### config.mk
export PLATFORM = sky130hd
export DESIGN_NAME = cafb_alu
export DESIGN_NICKNAME = d
export VERILOG_FILES = /design/src/cafb_pkg.sv /design/src/cafb_alu.sv /design/src/cafb_branch_eval.sv
export SDC_FILE = /design/constraint.sdc
export NUM_CORES = 1
export LEC_CHECK = 0
export BUFFER_PORTS_ARGS = -buffer_cell sky130_fd_sc_hd__buf_2
export CAP_MARGIN = 20
export CORE_MARGIN = 4
export CORE_UTILIZATION = 59
export CTS_BUF_LIST = sky130_fd_sc_hd__clkbuf_8
export DETAILED_ROUTE_END_ITERATION = 10
export PLACE_DENSITY = 0.95
export SLEW_MARGIN = 20
export SYNTH_ARGS = -nofsm -noshare
export SYNTH_HDL_FRONTEND = slang
export SYNTH_HIERARCHICAL = 1
export SYNTH_SLANG_ARGS = --single-unit
### constraint.sdc
create_clock -name clock -period 10.25 [get_ports clock]
set_clock_uncertainty 0.2 [all_clocks]
set_input_delay 0 -clock clock [delete_from_list [all_inputs] [get_ports clock]]
set_output_delay 0 -clock clock [all_outputs]
set_load 0.005 [all_outputs]
### src/cafb_pkg.sv
// Package for the ALU, flag and branch-condition datapath.
// Assumes a single 125 MHz core clock; no bus, all controls are plain ports.
package cafb_pkg;

  // ==========================================================================
  // Operations
  typedef enum logic [3:0] {
    CAFB_OP_NONE      = 4'h0,
    CAFB_OP_INDEX_ADD = 4'h1,
    CAFB_OP_ADC       = 4'h2,
    CAFB_OP_ADD8      = 4'h3,
    CAFB_OP_ADD16     = 4'h4,
    CAFB_OP_AND       = 4'h5,
    CAFB_OP_FLAGS_AND = 4'h6,
    CAFB_OP_BIT       = 4'h7,
    CAFB_OP_ASL       = 4'h8,
    CAFB_OP_ASR       = 4'h9,
    CAFB_OP_BRANCH    = 4'ha
  } cafb_op_t;

  // ==========================================================================
  // Branch conditions
  typedef enum logic [3:0] {
    CAFB_BR_CARRY_CLEAR = 4'h0,
    CAFB_BR_CARRY_SET   = 4'h1,
    CAFB_BR_EQUAL       = 4'h2,
    CAFB_BR_SIGNED_GE   = 4'h3,
    CAFB_BR_SIGNED_GT   = 4'h4,
    CAFB_BR_UNS_HIGHER  = 4'h5,
    CAFB_BR_SIGNED_LE   = 4'h6,
    CAFB_BR_UNS_LE      = 4'h7,
    CAFB_BR_ALWAYS      = 4'h8,
    CAFB_BR_NEVER       = 4'h9
  } cafb_cond_t;

  // ==========================================================================
  // Condition-code bit positions
  localparam int CAFB_CC_C = 0;
  localparam int CAFB_CC_V = 1;
  localparam int CAFB_CC_Z = 2;
  localparam int CAFB_CC_N = 3;
  localparam int CAFB_CC_I = 4;
  localparam int CAFB_CC_H = 5;
  localparam int CAFB_CC_F = 6;
  localparam int CAFB_CC_E = 7;

  localparam int CAFB_HALF_BIT = 4;
  localparam int CAFB_SIGN_BIT = 7;
  localparam int CAFB_PREV_BIT = 6;

  // Reset values
  localparam logic [7:0] CAFB_CC_RESET = 8'h50;
  localparam logic [15:0] CAFB_WORD_RESET = 16'h0000;
  localparam logic [7:0] CAFB_BYTE_RESET = 8'h00;

endpackage

### src/cafb_alu.sv
// ALU, condition-code update and branch target datapath of an 8-bit core.
// Assumes the sequencer presents one operation per start pulse, operands
// already fetched; results and flags are registered one edge later.
//
// How it works
// - Index add adds second accumulator unsigned into index; flags untouched.
// - Add with carry writes acc+mem+C; sets H,N,Z,V,C from result.
// - Plain 8-bit add updates the same flags, carry-in not used.
// - Double add adds 16-bit memory word into D; H kept.
// - AND stores acc&mem, N,Z from result, V cleared, H,C kept.
// - Flags AND replaces whole condition register with its AND against immediate.
// - Bit test updates N,Z, clears V, writes no accumulator.
// - Left shift inserts zero; C old bit7, V bit6^bit7, H undefined.
// - Right shift keeps bit7; C old bit0, V kept, N,Z follow.
// - Carry-clear branch taken only when C is 0; branches keep flags.
// - Carry-set branch taken only when C is 1.
// - Equal branch taken only when Z is set.
// - Signed greater-or-equal taken when N xor V is 0.
// - Signed greater-than taken when N equals V and Z clear.
// - Unsigned higher taken when C and Z are both 0.
// - Signed less-or-equal taken when N xor V is 1 or Z set.
// - Unsigned lower-or-same taken when C or Z is 1.
`timescale 1ns/1ns
`default_nettype none

module cafb_alu #(
  parameter int DATA_W = 8
) (
  input wire logic clock,
  input wire logic reset_n,
  input wire logic start,
  input wire cafb_pkg::cafb_op_t op,
  input wire logic acc_sel_b,
  input wire logic shift_on_mem,
  input wire logic [7:0] mem_byte,
  input wire logic [15:0] mem_word,
  input wire cafb_pkg::cafb_cond_t branch_cond,
  input wire logic long_branch,
  input wire logic [15:0] branch_offset,
  input wire logic [15:0] next_pc_in,
  input wire logic load_enable,
  input wire logic [7:0] load_acc_a,
  input wire logic [7:0] load_acc_b,
  input wire logic [15:0] load_index,
  input wire logic [7:0] load_cc,
  output logic [7:0] first_accumulator,
  output logic [7:0] second_accumulator,
  output logic [15:0] first_index_register,
  output logic [7:0] cc,
  output logic [7:0] mem_result,
  output logic mem_write,
  output logic [15:0] program_counter,
  output logic pc_load,
  output logic branch_taken,
  output logic done
);

  // ==========================================================================
  // Elaboration check
  if (DATA_W != 8) begin : g_bad_width
    $error("cafb_alu supports only an 8-bit data path");
  end

  // ==========================================================================
  // Helpers
  function automatic logic [8:0] add9(input logic [7:0] a, input logic [7:0] b,
                                      input logic cin);
    add9 = {1'b0, a} + {1'b0, b} + {8'h00, cin};
  endfunction

  // Signed overflow from the two operand signs and the result sign
  function automatic logic sovf(input logic sa, input logic sb, input logic sr);
    sovf = (sa == sb) && (sr != sa);
  endfunction

  // Zero test shared by every 8-bit flag update
  function automatic logic is_zero8(input logic [7:0] r);
    is_zero8 = (r == 8'h00);
  endfunction

  // Negative and zero from an 8-bit result; every other flag passes through
  function automatic logic [7:0] with_nz8(input logic [7:0] f, input logic [7:0] r);
    with_nz8 = f;
    with_nz8[cafb_pkg::CAFB_CC_N] = r[cafb_pkg::CAFB_SIGN_BIT];
    with_nz8[cafb_pkg::CAFB_CC_Z] = is_zero8(r);
  endfunction

  // Short branch offsets carry their sign in bit 7
  function automatic logic [15:0] sext8(input logic [7:0] b);
    sext8 = {{8{b[7]}}, b};
  endfunction

  // ==========================================================================
  // Operand selection
  logic [7:0] acc;
  logic [7:0] shift_src;
  logic [15:0] dacc;

  assign acc = acc_sel_b ? second_accumulator : first_accumulator;
  assign shift_src = shift_on_mem ? mem_byte : acc;
  assign dacc = {first_accumulator, second_accumulator};

  // ==========================================================================
  // Arithmetic and logic
  logic [8:0] sum8;
  logic [4:0] low_nib;
  logic [16:0] sum16;
  logic [7:0] and8;
  logic [7:0] asl8;
  logic [7:0] asr8;
  logic carry_in;

  always_comb begin
    carry_in = (op == cafb_pkg::CAFB_OP_ADC) ? cc[cafb_pkg::CAFB_CC_C] : 1'b0;
  end

  assign sum8 = add9(acc, mem_byte, carry_in);
  // Carry out of bit 3 found by a nibble add
  assign low_nib = {1'b0, acc[3:0]} + {1'b0, mem_byte[3:0]} + {4'h0, carry_in};
  // Memory word already holds high byte from the lower address in [15:8]
  assign sum16 = {1'b0, dacc} + {1'b0, mem_word};
  assign and8 = acc & mem_byte;
  assign asl8 = {shift_src[6:0], 1'b0};
  assign asr8 = {shift_src[7], shift_src[7:1]};

  // ==========================================================================
  // Branch evaluation and target
  logic cond_true;
  logic [15:0] offset_ext;
  logic [15:0] target;

  cafb_branch_eval u_branch_eval (
    .cond(branch_cond),
    .cc(cc),
    .taken(cond_true)
  );

  assign offset_ext = long_branch ? branch_offset : sext8(branch_offset[7:0]);
  assign target = next_pc_in + offset_ext;

  // ==========================================================================
  // Operation classes
  logic op_go;
  logic op_shift;
  logic [7:0] shift_res;

  // Load wins over start, so a clashing start does nothing
  assign op_go = start && !load_enable;
  assign op_shift = (op == cafb_pkg::CAFB_OP_ASL) || (op == cafb_pkg::CAFB_OP_ASR);
  assign shift_res = (op == cafb_pkg::CAFB_OP_ASL) ? asl8 : asr8;

  // ==========================================================================
  // Next-state: accumulator result steering
  logic acc_writes;
  logic [7:0] acc_result;

  // One result byte for all 8-bit ops keeps the A/B steering in one place
  always_comb begin
    acc_writes = 1'b0;
    acc_result = acc;
    unique case (op)
      cafb_pkg::CAFB_OP_ADC, cafb_pkg::CAFB_OP_ADD8: begin
        acc_writes = 1'b1;
        acc_result = sum8[7:0];
      end
      cafb_pkg::CAFB_OP_AND: begin
        acc_writes = 1'b1;
        acc_result = and8;
      end
      cafb_pkg::CAFB_OP_ASL, cafb_pkg::CAFB_OP_ASR: begin
        acc_writes = !shift_on_mem;
        acc_result = shift_res;
      end
      // Bit test and the rest write no 8-bit result; the word add loads A and B below
      default: begin
        acc_writes = 1'b0;
        acc_result = acc;
      end
    endcase
  end

  // ==========================================================================
  // Next-state: registers and memory write-back
  logic [7:0] next_a;
  logic [7:0] next_b;
  logic [15:0] next_x;
  logic [7:0] next_mem;
  logic next_mem_write;

  always_comb begin
    next_a = first_accumulator;
    next_b = second_accumulator;
    next_x = first_index_register;
    next_mem = mem_result;
    next_mem_write = 1'b0;
    if (op == cafb_pkg::CAFB_OP_INDEX_ADD) begin
      next_x = first_index_register + {8'h00, second_accumulator};
    end
    if (op == cafb_pkg::CAFB_OP_ADD16) begin
      next_a = sum16[15:8];
      next_b = sum16[7:0];
    end else if (acc_writes && acc_sel_b) begin
      next_b = acc_result;
    end else if (acc_writes) begin
      next_a = acc_result;
    end
    // Memory shifts leave both accumulators alone
    if (op_shift && shift_on_mem) begin
      next_mem = shift_res;
      next_mem_write = 1'b1;
    end
  end

  // ==========================================================================
  // Next-state: condition codes
  logic [7:0] next_cc;

  always_comb begin
    next_cc = cc;
    unique case (op)
      cafb_pkg::CAFB_OP_ADC, cafb_pkg::CAFB_OP_ADD8: begin
        next_cc = with_nz8(cc, sum8[7:0]);
        next_cc[cafb_pkg::CAFB_CC_H] = low_nib[cafb_pkg::CAFB_HALF_BIT];
        next_cc[cafb_pkg::CAFB_CC_V] = sovf(acc[7], mem_byte[7], sum8[7]);
        next_cc[cafb_pkg::CAFB_CC_C] = sum8[8];
      end
      cafb_pkg::CAFB_OP_ADD16: begin
        // Half-carry has no meaning for a word add and is kept
        next_cc[cafb_pkg::CAFB_CC_N] = sum16[15];
        next_cc[cafb_pkg::CAFB_CC_Z] = (sum16[15:0] == 16'h0000);
        next_cc[cafb_pkg::CAFB_CC_V] = sovf(dacc[15], mem_word[15], sum16[15]);
        next_cc[cafb_pkg::CAFB_CC_C] = sum16[16];
      end
      cafb_pkg::CAFB_OP_AND, cafb_pkg::CAFB_OP_BIT: begin
        next_cc = with_nz8(cc, and8);
        next_cc[cafb_pkg::CAFB_CC_V] = 1'b0;
      end
      cafb_pkg::CAFB_OP_FLAGS_AND: begin
        next_cc = cc & mem_byte;
      end
      // Half-carry is undefined after shifts; it is simply held
      cafb_pkg::CAFB_OP_ASL: begin
        next_cc = with_nz8(cc, shift_res);
        next_cc[cafb_pkg::CAFB_CC_C] = shift_src[cafb_pkg::CAFB_SIGN_BIT];
        next_cc[cafb_pkg::CAFB_CC_V] = shift_src[cafb_pkg::CAFB_PREV_BIT]
                                     ^ shift_src[cafb_pkg::CAFB_SIGN_BIT];
      end
      cafb_pkg::CAFB_OP_ASR: begin
        next_cc = with_nz8(cc, shift_res);
        next_cc[cafb_pkg::CAFB_CC_C] = shift_src[0];
      end
      // Branches and no-op leave every flag as it is
      default: begin
        next_cc = cc;
      end
    endcase
  end

  // ==========================================================================
  // Registers: accumulators and index
  always_ff @(posedge clock or negedge reset_n) begin
    if (!reset_n) begin
      first_accumulator <= cafb_pkg::CAFB_BYTE_RESET;
      second_accumulator <= cafb_pkg::CAFB_BYTE_RESET;
      first_index_register <= cafb_pkg::CAFB_WORD_RESET;
    end else if (load_enable) begin
      first_accumulator <= load_acc_a;
      second_accumulator <= load_acc_b;
      first_index_register <= load_index;
    end else if (start) begin
      first_accumulator <= next_a;
      second_accumulator <= next_b;
      first_index_register <= next_x;
    end
  end

  // ==========================================================================
  // Registers: condition codes
  always_ff @(posedge clock or negedge reset_n) begin
    if (!reset_n) begin
      cc <= cafb_pkg::CAFB_CC_RESET;
    end else if (load_enable) begin
      cc <= load_cc;
    end else if (start) begin
      cc <= next_cc;
    end
  end

  // ==========================================================================
  // Registers: memory write-back
  always_ff @(posedge clock or negedge reset_n) begin
    if (!reset_n) begin
      mem_write <= 1'b0;
    end else begin
      mem_write <= op_go && next_mem_write;
    end
  end

  // Result byte holds until the next memory shift replaces it
  always_ff @(posedge clock or negedge reset_n) begin
    if (!reset_n) begin
      mem_result <= cafb_pkg::CAFB_BYTE_RESET;
    end else if (op_go) begin
      mem_result <= next_mem;
    end
  end

  // ==========================================================================
  // Registers: program counter
  logic is_branch;

  assign is_branch = op_go && (op == cafb_pkg::CAFB_OP_BRANCH);

  always_ff @(posedge clock or negedge reset_n) begin
    if (!reset_n) begin
      program_counter <= cafb_pkg::CAFB_WORD_RESET;
    end else if (is_branch) begin
      // Not taken still reports the sequential address
      program_counter <= cond_true ? target : next_pc_in;
    end
  end

  // ==========================================================================
  // Registers: branch report
  always_ff @(posedge clock or negedge reset_n) begin
    if (!reset_n) begin
      pc_load <= 1'b0;
      branch_taken <= 1'b0;
    end else begin
      pc_load <= is_branch;
      if (is_branch) begin
        branch_taken <= cond_true;
      end
    end
  end

  // ==========================================================================
  // Completion
  always_ff @(posedge clock or negedge reset_n) begin
    if (!reset_n) begin
      done <= 1'b0;
    end else begin
      done <= op_go;
    end
  end

endmodule

`default_nettype wire

### src/cafb_branch_eval.sv
// Branch condition evaluator: pure combinational test of the flags.
// Assumes the flags given are the committed condition-code register.
`timescale 1ns/1ns
`default_nettype none

module cafb_branch_eval (
  input wire cafb_pkg::cafb_cond_t cond,
  input wire logic [7:0] cc,
  output logic taken
);

  logic c;
  logic v;
  logic z;
  logic n;

  assign c = cc[cafb_pkg::CAFB_CC_C];
  assign v = cc[cafb_pkg::CAFB_CC_V];
  assign z = cc[cafb_pkg::CAFB_CC_Z];
  assign n = cc[cafb_pkg::CAFB_CC_N];

  always_comb begin
    unique case (cond)
      cafb_pkg::CAFB_BR_CARRY_CLEAR: taken = !c;
      cafb_pkg::CAFB_BR_CARRY_SET: taken = c;
      cafb_pkg::CAFB_BR_EQUAL: taken = z;
      cafb_pkg::CAFB_BR_SIGNED_GE: taken = !(n ^ v);
      cafb_pkg::CAFB_BR_SIGNED_GT: taken = !(n ^ v) && !z;
      cafb_pkg::CAFB_BR_UNS_HIGHER: taken = !(c | z);
      cafb_pkg::CAFB_BR_SIGNED_LE: taken = (n ^ v) || z;
      cafb_pkg::CAFB_BR_UNS_LE: taken = c | z;
      cafb_pkg::CAFB_BR_ALWAYS: taken = 1'b1;
      default: taken = 1'b0;
    endcase
  end

endmodule

`default_nettype wire

# == Yosys cells after proc, flatten, opt, wreduce, memory -nomap -nowiden ==
# Index checks and enable logic that the tools add are counted.
# op_classes
eq_ne,26
n_mux,26
add_sub_neg,7
n_reduce_logical,43
n_bitwise,5
# op_table
op,count
2-to-1 mux 8 bit,14
2-to-1 mux 16 bit,5
== test 4 x 3 -> 1 bit (second input constant),8
zero test 8 bit,3
one-hot mux 4 bit (6 select lines),1
one-hot mux 8 bit (3 select lines),1
adder 16 x 16 -> 17 bit,1
adder 16 bit,1
adder 16 x 8 -> 16 bit,1
bitwise AND 8 bit,2
== test 4 x 2 -> 1 bit (second input constant),4
== test 4 bit (second input constant),4
zero test 16 bit,1
AND reduction 3 bit,4
nonzero test 6 bit,2
AND reduction 2 bit,5
adder 8 x 8 -> 9 bit,1
adder 9 x 1 -> 9 bit,1
one-hot mux 1 bit (9 select lines),1
nonzero test 3 bit,3
== test 4 x 1 -> 1 bit (second input constant),2
logical AND 1 bit,8
one-hot mux 4 bit (2 select lines),1
nonzero test 7 bit,1
16 further kinds,32
# totals
in_bits,111
out_inout_bits,68
register_bits,68

# == Longest topological paths before layout ==
# Gate-level depths: netlist of run 1.
# logic_depth
word_depth,9
depth_mapped,13
depth_no_buf,12

# == Hierarchy ==
# Netlist of run 1, hierarchy kept.
# modules_own_cells
mod,cells_per_inst,n_inst,seq_area_each_um2,area_per_inst_um2
cafb_alu,770,1,1704.1,6206.0
cafb_branch_eval,15,1,0.0,103.8

# == Worst setup path after synthesis of run 1 ==
# OpenSTA, ideal clock, no wires.
# synth_path
kind,register -> register
startpoint,register second_accumulator[0]
endpoint,register first_accumulator[6]
t_required_ns,9.915
stages_incl_launch_ff,13
setup_time_ns,0.135
path_buffers,0
period_less_slack_ns,3.244
setup_slack_ns,7.006
t_arrival_ns,2.909
path_cell_list,dfrtp_1 nand2_1 o21ai_0 fa_1 fa_1 a21o_1 a21oi_1 o21bai_1 a21oi_1 xnor2_1 nor2_1 a2111oi_0 o31ai_1
# synth_via
elab_chain_len,9
word_cells_on_any_way,10
# synth_lines
item,line_no,source
from (decl),cafb_alu.sv:47,"output logic [7:0] second_accumulator,"
from (signal assigned),cafb_alu.sv:264,second_accumulator <= cafb_pkg::CAFB_BYTE_RESET;
from (signal assigned),cafb_alu.sv:268,second_accumulator <= load_acc_b;
from (signal assigned),cafb_alu.sv:272,second_accumulator <= next_b;
2-to-1 mux 8 bit,cafb_alu.sv:99,assign acc = acc_sel_b ? second_accumulator : first_accumulator;
adder 8 x 8 -> 9 bit,cafb_alu.sv:68,"add9 = {1'b0, a} + {1'b0, b} + {8'h00, cin};"
adder 9 x 1 -> 9 bit,cafb_alu.sv:68,
one-hot mux 8 bit (3 select lines),cafb_alu.sv:161,unique case (op)
2-to-1 mux 8 bit,cafb_alu.sv:204,end else if (acc_writes) begin
2-to-1 mux 8 bit,cafb_alu.sv:202,end else if (acc_writes && acc_sel_b) begin
2-to-1 mux 8 bit (*),cafb_alu.sv:199,if (op == cafb_pkg::CAFB_OP_ADD16) begin
2-to-1 mux 8 bit (*),cafb_alu.sv:270,end else if (start) begin
2-to-1 mux 8 bit (*),cafb_alu.sv:266,end else if (load_enable) begin
to (signal assigned),cafb_alu.sv:263,first_accumulator <= cafb_pkg::CAFB_BYTE_RESET;
to (signal assigned),cafb_alu.sv:267,first_accumulator <= load_acc_a;
to (signal assigned),cafb_alu.sv:271,first_accumulator <= next_a;
to (decl),cafb_alu.sv:46,"output logic [7:0] first_accumulator,"
# Mark *: on every way between the ends. The rest lies on a longest branch, timed or not. The select of a mux whose other input is x is not followed.
# A chain may end at the register's enable or synchronous reset.

# == Worst setup path after layout of run 1 ==
# Ends and elaborated chain as after synthesis.

==> flow_metrics.env, run 1 <==
export IMPL_status="finished with violations"
export IMPL_min_delay_path_depth=6
export IMPL_pin_count=179
export IMPL_synth_xor_area_share=0.0555
export IMPL_synthMuxAreaShare=0.0660
export IMPL_vias=7512
export IMPL_route_detailed_drc=0
export IMPL_tns_ps=0
export IMPL_drv_cap=0
export IMPL_power_total_uw=1160
export IMPL_synth_fa_ha_area_frac=0.111
export IMPL_die_w_um=111
export IMPL_numCtsBuffers=9
export IMPL_final_core_util=0.784
export IMPL_dp_slack_ps=6510
export IMPL_synthSimpleGateAreaFrac=0.203
export IMPL_gp_congestion=1.03
export IMPL_vias_per_cell=6.52
export IMPL_synthTopCellsByCount="nand2_1 (92), o21ai_0 (75), a21oi_1 (67), nor2_1 (67), dfrtp_1 (66)"
export IMPL_netlist_top_cells_area="dfrtp_1 (26%), ha_1 (9.3%), o21ai_0 (5.9%)"
export IMPL_holdWs_ps=-0.538
export IMPL_swShare=0.409
export IMPL_ant_nets=0
export IMPL_net_switching_power_uw=476
export IMPL_synth_compound_area_share=0.253
export IMPL_path_clk_slew_ps=90
export IMPL_rsz0062_at_grt="no"
export IMPL_drive_gt1_frac=0.229
export IMPL_antenna_found_initial=2
export IMPL_critPathArrivalTime_ps=3850
export IMPL_grt_pass1_vias=7370
export IMPL_post_synth_top_count_cell="nand2_1"
export IMPL_wl_met2_mm=11.0
export IMPL_yosysTopAreaCellShare=0.262
export IMPL_routedWlPerCell_um=20.5
export IMPL_crit_chain="nand2_1 > o21ai_0 > fa_1 > fa_1 > a21o_1 > a21oi_1 > o21bai_1 > a21oi_1 > xnor2_1 > nor2_1 > a2111oi_0 > o31ai_1"
export IMPL_start_util=0.608
export IMPL_worstHoldPathType="input port to register"
export IMPL_yosysWarnings=6
export IMPL_clkLatencyLatePin_ps=360
export IMPL_worstSetupEndpointType="register"
export IMPL_cts_tree="done"
export IMPL_maxSlewHeadroom=0.299
export IMPL_synth_avg_cell_area_um2=8.04
export IMPL_synth_fp_nets=948
export IMPL_post_route_period_util=0.374
export IMPL_p_clk_frac=0.231
export IMPL_critPathMaxFanout=5
export IMPL_power_frac_comb=0.460
export IMPL_row_count=37
export IMPL_violations="hold timing"
export IMPL_crit_type="register to register"
export IMPL_synth_top_family_by_area="compound AO/OA/AOI/OAI gates"
export IMPL_fmaxAchievable_mhz=261
export IMPL_power_density_nw_per_um2=143
export IMPL_grt_overflow=0
export IMPL_final_nets=1172
export IMPL_hold_viol=1
export IMPL_synth_top_area_cell="dfrtp_1"
export IMPL_rr_worst_depth=12
export IMPL_instances_no_fill=1152
export IMPL_ys_flop_type="dfrtp_1"
export IMPL_cp_required_ps=10270
export IMPL_port_buffer_count=178
export IMPL_seq_power_share=0.309
export IMPL_vdd_drop_max_mv=0.0877
export IMPL_critPathMaxStageDelay_ps=590
export IMPL_cts_root_buf="clkbuf_8"
export IMPL_setup_viol=0
export IMPL_syn_to_final_growth_pct=28.9
export IMPL_grt_usage=0.370
export IMPL_cp_slowest_cell="fa_1"
export IMPL_cts_sink_count=68
export IMPL_post_dp_hpwl_mm=15.7
export IMPL_grt_max_degree=69
export IMPL_leakagePower_uw=0.00391
export IMPL_routed_top_layer="met4"
export IMPL_finalMaxSlewViolations=0
export IMPL_period_minus_slack_ps=3830
export IMPL_clockBufferDepth=2
export IMPL_synth_edf_count=0
export IMPL_wl_met1_mm=8.72
export IMPL_worst_slack_ps=6420
export IMPL_start_kind="register"
export IMPL_wl_met3_mm=2.55
export IMPL_cts_max_level=3
export IMPL_netlist_area_um2=6310
export IMPL_synth_yosys_seq_area_share=0.270
export IMPL_dieArea_um2=12400
export IMPL_drtPass1Iterations=7
export IMPL_wirelength_mm=23.6
export IMPL_dieHeight_um=111
export IMPL_fp_coreArea_um2=10400
export IMPL_synth_cells=785
export IMPL_grt_pass1_wl_mm=37.4
export IMPL_synth_seq_cells=68
export IMPL_dp_cells=1070
export IMPL_drtIter0Drc=941
export IMPL_intPower_uw=687
export IMPL_async_reset_ff_frac=1.00
export IMPL_tightest_slew_ps=1050
export IMPL_ys_types=76
==> worst paths after layout <==
kind | startpoint | end | slack (ps)
max | second_accumulator[0]$_DFFE_PN0P_ | first_accumulator[6]$_DFFE_PN0P_ | 6420
min | branch_offset[10] | program_counter[10]$_DFFE_PN0P_ | -0.5
max reg2reg | second_accumulator[0]$_DFFE_PN0P_ | first_accumulator[6]$_DFFE_PN0P_ | 6420
min reg2reg | program_counter[11]$_DFFE_PN0P_ | program_counter[11]$_DFFE_PN0P_ | 300
max in group asynchronous | reset_n | program_counter[11]$_DFFE_PN0P_ | 9140
min in group asynchronous | reset_n | program_counter[4]$_DFFE_PN0P_ | 100
==> cells in the final DEF (no fill, tap or decap), types with 11 or more instances in the layout <==
master / Yosys / layout
a211oi_1: 18 / 18
a21o_1: 13 / 13
a21oi_1: 67 / 67
a31oi_1: 12 / 12
and3_1: 18 / 18
buf_2: 4 / 177
dfrtp_1: 66 / 66
dlygate4sd3_1: 0 / 63
ha_1: 47 / 47
inv_1: 30 / 30
mux2_2: 17 / 17
mux2i_1: 18 / 18
nand2_1: 92 / 92
nand3_1: 12 / 12
nor2_1: 67 / 67
nor2b_1: 11 / 11
nor3_1: 22 / 22
o21ai_0: 75 / 75
o31ai_1: 12 / 12
xnor2_1: 24 / 24
xor2_1: 16 / 16
==> worst max-delay path, delay by kind of cell (launching register included) <==
kind | cells | cell delay [ps]
XOR/XNOR | 1 | 170
AO/OA/AOI/OAI | 7 | 1720
flip-flops | 1 | 430
AND/OR/NAND/NOR | 2 | 160
adder cells (fa/ha/maj) | 2 | 1020
==> stage by stage <==
step / hold WS (ps) / instance area [um2]
6_report: -0.538 / 8130
4_1_cts: 1.89 / 8120
2_1_floorplan: -496 / 6310
3_3_place_gp: -30.4 / 7260
5_1_grt: 38.0 / 8130
3_5_place_dp: -21.0 / 7260
==> power by group through the flow <==
stage | clock network, uW | logic (uW) | registers [uW]
floorplan | 0 | 324 | 353
global placement | 0 | 476 | 359
detailed placement | 0 | 487 | 360
CTS | 265 | 511 | 356
global route | 279 | 585 | 364
finish | 269 | 535 | 360
==> sequential cells by signal, indices dropped and copies added (netlist names) <==
| register | count |
|---|---|
| pc_load | 1 |
| cc | 8 |
| mem_write | 1 |
| first_accumulator | 8 |
| program_counter | 16 |
| second_accumulator | 8 |
| first_index_register | 16 |
| mem_result | 8 |
| done | 1 |
| branch_taken | 1 |
==> final cells by class <==
| class | count | area (um2) |
|---|---|---|
| Clock buffer | 9 | 124 |
| Inverter | 31 | 116 |
| Sequential cell | 68 | 1700 |
| Antenna cell | 2 | 5.00 |
| Clock inverter | 7 | 109 |
| Fill cell | 720 | 2240 |
| Multi-Input combinational cell | 653 | 4340 |
| Timing Repair Buffer | 246 | 1560 |
| Tap cell | 136 | 170 |
==> metal layers <==
layer  global-route usage  vias up
met5                    0        -
met4                0.192        0
met3               0.0924      150
met2                0.600      568
met1                0.456     3466
li1                     -     3328
==> logic make-up (layout without fill, tap and decap cells) <==
family | count (synthesis) | after routing
AND/OR/NAND/NOR | 269 | 269
AO/OA/AOI/OAI | 254 | 254
flip-flops | 68 | 68
buffers and inverters | 64 | 293
adder cells (fa/ha/maj) | 53 | 53
XOR/XNOR | 40 | 40
multiplexers | 37 | 37
other | 0 | 2
==> timing repair <==
item	4_1_cts	5_1_grt
endpoints found under the hold margin	123	0
hold buffers	63	0
resized for setup	0	0
setup buffers	0	0
(Power assumes the default switching activity.)
==> run 2: changes to the inputs <==
--- a/config.mk
+++ b/config.mk
@@ -8,10 +8,10 @@
 export BUFFER_PORTS_ARGS = -buffer_cell sky130_fd_sc_hd__buf_2
 export CAP_MARGIN = 20
 export CORE_MARGIN = 4
-export CORE_UTILIZATION = 59
+export CORE_UTILIZATION = 55
 export CTS_BUF_LIST = sky130_fd_sc_hd__clkbuf_8
 export DETAILED_ROUTE_END_ITERATION = 10
-export PLACE_DENSITY = 0.95
+export PLACE_DENSITY = 0.9
 export SLEW_MARGIN = 20
 export SYNTH_ARGS = -nofsm -noshare
 export SYNTH_HDL_FRONTEND = slang
==> constraint.sdc (replaced) <==
create_clock -name clock -period 3.9 [get_ports clock]
set_clock_uncertainty 0.2 [all_clocks]
set_input_delay 0 -clock clock [delete_from_list [all_inputs] [get_ports clock]]
set_output_delay 0 -clock clock [all_outputs]
set_load 0.005 [all_outputs]
==> run 2 against run 1 <==
The run now ends clean. Die area up 6.7%. Non-clock buffer count is 8 higher. Power rose to 2.6 times the previous value. Maximum frequency is 4.7% higher. Sequential share of layout area shrank 0.14 points. Register-to-register slack lost 6200 ps. Wire length down 3.3%. Design area increased by 0.66%. Largest cell class unchanged. Largest power group unchanged. Highest routed layer unchanged.
==> flow_metrics.env, run 2 (synthesis results as in run 1) <==
export IMPL_status="finished, final reports clean"
export IMPL_drv_cap=0
export IMPL_final_nets=1180
export IMPL_drtIter0Drc=1110
export IMPL_syn_to_final_growth_pct=29.7
export IMPL_vias=7298
export IMPL_r2r_start="second_accumulator[0]$_DFFE_PN0P_"
export IMPL_r2r_end="first_accumulator[6]$_DFFE_PN0P_"
export IMPL_power_frac_comb=0.471
export IMPL_start_util=0.572
export IMPL_endpoint="first_accumulator[6]$_DFFE_PN0P_"
export IMPL_grt_overflow=0
export IMPL_fp_coreArea_um2=11000
export IMPL_p_clk_frac=0.215
export IMPL_cp_slowest_cell="fa_1"
export IMPL_cts_sink_count=68
export IMPL_rsz0062_at_grt="no"
export IMPL_dieArea_um2=13300
export IMPL_r2r_slack_ps=240
export IMPL_power_density_nw_per_um2=365
export IMPL_cts_tree="done"
export IMPL_final_core_util=0.742
export IMPL_seq_power_share=0.314
export IMPL_critPathArrivalTime_ps=3690
export IMPL_period_minus_slack_ps=3660
export IMPL_net_switching_power_uw=1220
export IMPL_fin_area_um2=8190
export IMPL_numCtsBuffers=9
export IMPL_cp_num_buf_inv=0
export IMPL_clkLatencyLatePin_ps=370
export IMPL_dp_cells=1077
export IMPL_ant_nets=0
export IMPL_intPower_uw=1760
export IMPL_grt_pass1_vias=7061
export IMPL_cp_num_cells=12
export IMPL_post_route_period_util=0.937
export IMPL_path_clk_slew_ps=80
export IMPL_cp_startpoint="second_accumulator[0]$_DFFE_PN0P_"
export IMPL_clockBufferDepth=2
export IMPL_tns_ps=0
export IMPL_port_buffer_count=178
export IMPL_final_cell_mix="buf_2 (177), nand2_1 (92), o21ai_0 (74)"
export IMPL_instances_no_fill=1163
export IMPL_post_cts_repair_setup_buffers=0
export IMPL_hold_viol=0
export IMPL_critPathMaxStageDelay_ps=530
export IMPL_fmaxAchievable_mhz=274
export IMPL_largestRegisters="first_index_register: 16 flops, program_counter: 16 flops"
export IMPL_cts_root_buf="clkbuf_8"
export IMPL_drive_gt1_frac=0.229
export IMPL_dieHeight_um=115
export IMPL_crit_type="register to register"
export IMPL_layout_commonest_cell="buf_2"
export IMPL_finalMaxSlewViolations=0
export IMPL_placed_cell_area_um2=7280
export IMPL_leakagePower_uw=0.00392
export IMPL_setup_viol=0
export IMPL_drtPass1Iterations=6
export IMPL_wirelength_mm=22.9
export IMPL_pin_count=179
export IMPL_cp_required_ps=3940
export IMPL_crit_family="compound AO/OA/AOI/OAI gates"
export IMPL_swShare=0.410
export IMPL_maxSlewHeadroom=0.397
export IMPL_row_count=38
export IMPL_critPathMaxFanout=5
export IMPL_gp_congestion=1.07
export IMPL_worstSetupEndpointType="register"
export IMPL_tightest_slew_ps=905
export IMPL_vdd_drop_max_mv=0.276
export IMPL_grt_usage=0.339
export IMPL_grt_pass1_wl_mm=35.6
export IMPL_die_w_um=115
export IMPL_rr_worst_depth=12
export IMPL_routedWlPerCell_um=19.7
export IMPL_grt_max_degree=69
export IMPL_post_dp_hpwl_mm=15.7
export IMPL_antenna_found_initial=0
export IMPL_crit_chain="nand2_1 > o21ai_1 > fa_1 > fa_1 > a21o_1 > a21oi_1 > o21bai_1 > a21oi_1 > xnor2_1 > nor2_1 > a2111oi_0 > o31ai_1"
export IMPL_start_kind="register"
export IMPL_cts_max_level=3
export IMPL_worstHoldPathType="input port to register"
export IMPL_route_detailed_drc=0
export IMPL_vias_per_cell=6.28
==> run 2: cell types whose count changed in the layout (fill, tap and decap cells not counted), sizes merged <==
cell,delta
buf,+3
bufinv,-1
clkinv,-1
clkinvlp,+2
diode,-1
dlygate4sd3,+6
inv,-1
==> run 2: final cells by class <==
type / count / area, um2
multi-input cells: 653 / 4340
fillers: 811 / 2850
flip-flops and latches: 68 / 1700
repair buffers: 254 / 1640
well taps: 140 / 175
clock buffers: 10 / 138
inverters: 31 / 116
clock inverters: 6 / 71.3
diodes: 1 / 2.50
==> run 2: timing repair <==
item                                   in CTS  in global routing
setup endpoints to repair                   0                  2
hold buffers                               69                  0
endpoints found under the hold margin     123                  0
resized for setup                           0                  1
==> run 2: per-layer routing <==
metal / wire length [um] / vias up / part of all wire / GRT usage
li1: - / 3342 / - / -
met1: 8840 / 3424 / 0.39 / 0.434
met2: 10900 / 457 / 0.48 / 0.573
met3: 2310 / 75 / 0.10 / 0.0674
met4: 799 / 0 / 0.035 / 0.115
met5: 0 / - / 0 / 0
==> run 2: how the worst min path moves through the flow <==
| stage | endpoint | from | cells after the start |
|---|---|---|---|
| 6_report | mem_result[3]$_DFFE_PN0P_ | mem_byte[2] | 3 |
| 5_1_grt | mem_result[3]$_DFFE_PN0P_ | mem_byte[2] | 3 |
| 4_1_cts | mem_result[3]$_DFFE_PN0P_ | mem_byte[2] | 3 |
| 3_5_place_dp | mem_write$_DFF_PN0_ | reset_n | 1 |
| 3_3_place_gp | mem_write$_DFF_PN0_ | reset_n | 1 |
| 2_1_floorplan | branch_taken$_DFFE_PN0P_ | reset_n | 0 |
==> run 2: metrics by stage <==
step / power [uW] / hold slack, ps / worst slack, ps
floorplan: 1780 / -496 / 656
detailed placement: 2230 / -23.6 / 173
global placement: 2200 / -20.8 / 335
global route: 3160 / 30.6 / 129
finish: 2990 / 14.4 / 244
CTS: 2930 / 1.96 / 147
==> run 2: power by group through the flow <==
| stage | registers (uW) | logic [uW] | clock network (uW) |
|---|---|---|---|
| finish | 938 | 1410 | 642 |
| CTS | 931 | 1360 | 642 |
| global placement | 939 | 1260 | 0 |
| global route | 950 | 1530 | 677 |
| floorplan | 927 | 853 | 0 |
| detailed placement | 942 | 1280 | 0 |
==> run 2: tightest hold or removal path, delay by kind of cell <==
family                 cells  cell delay [ps]
buffers and inverters      1              130
muxes                      2              430
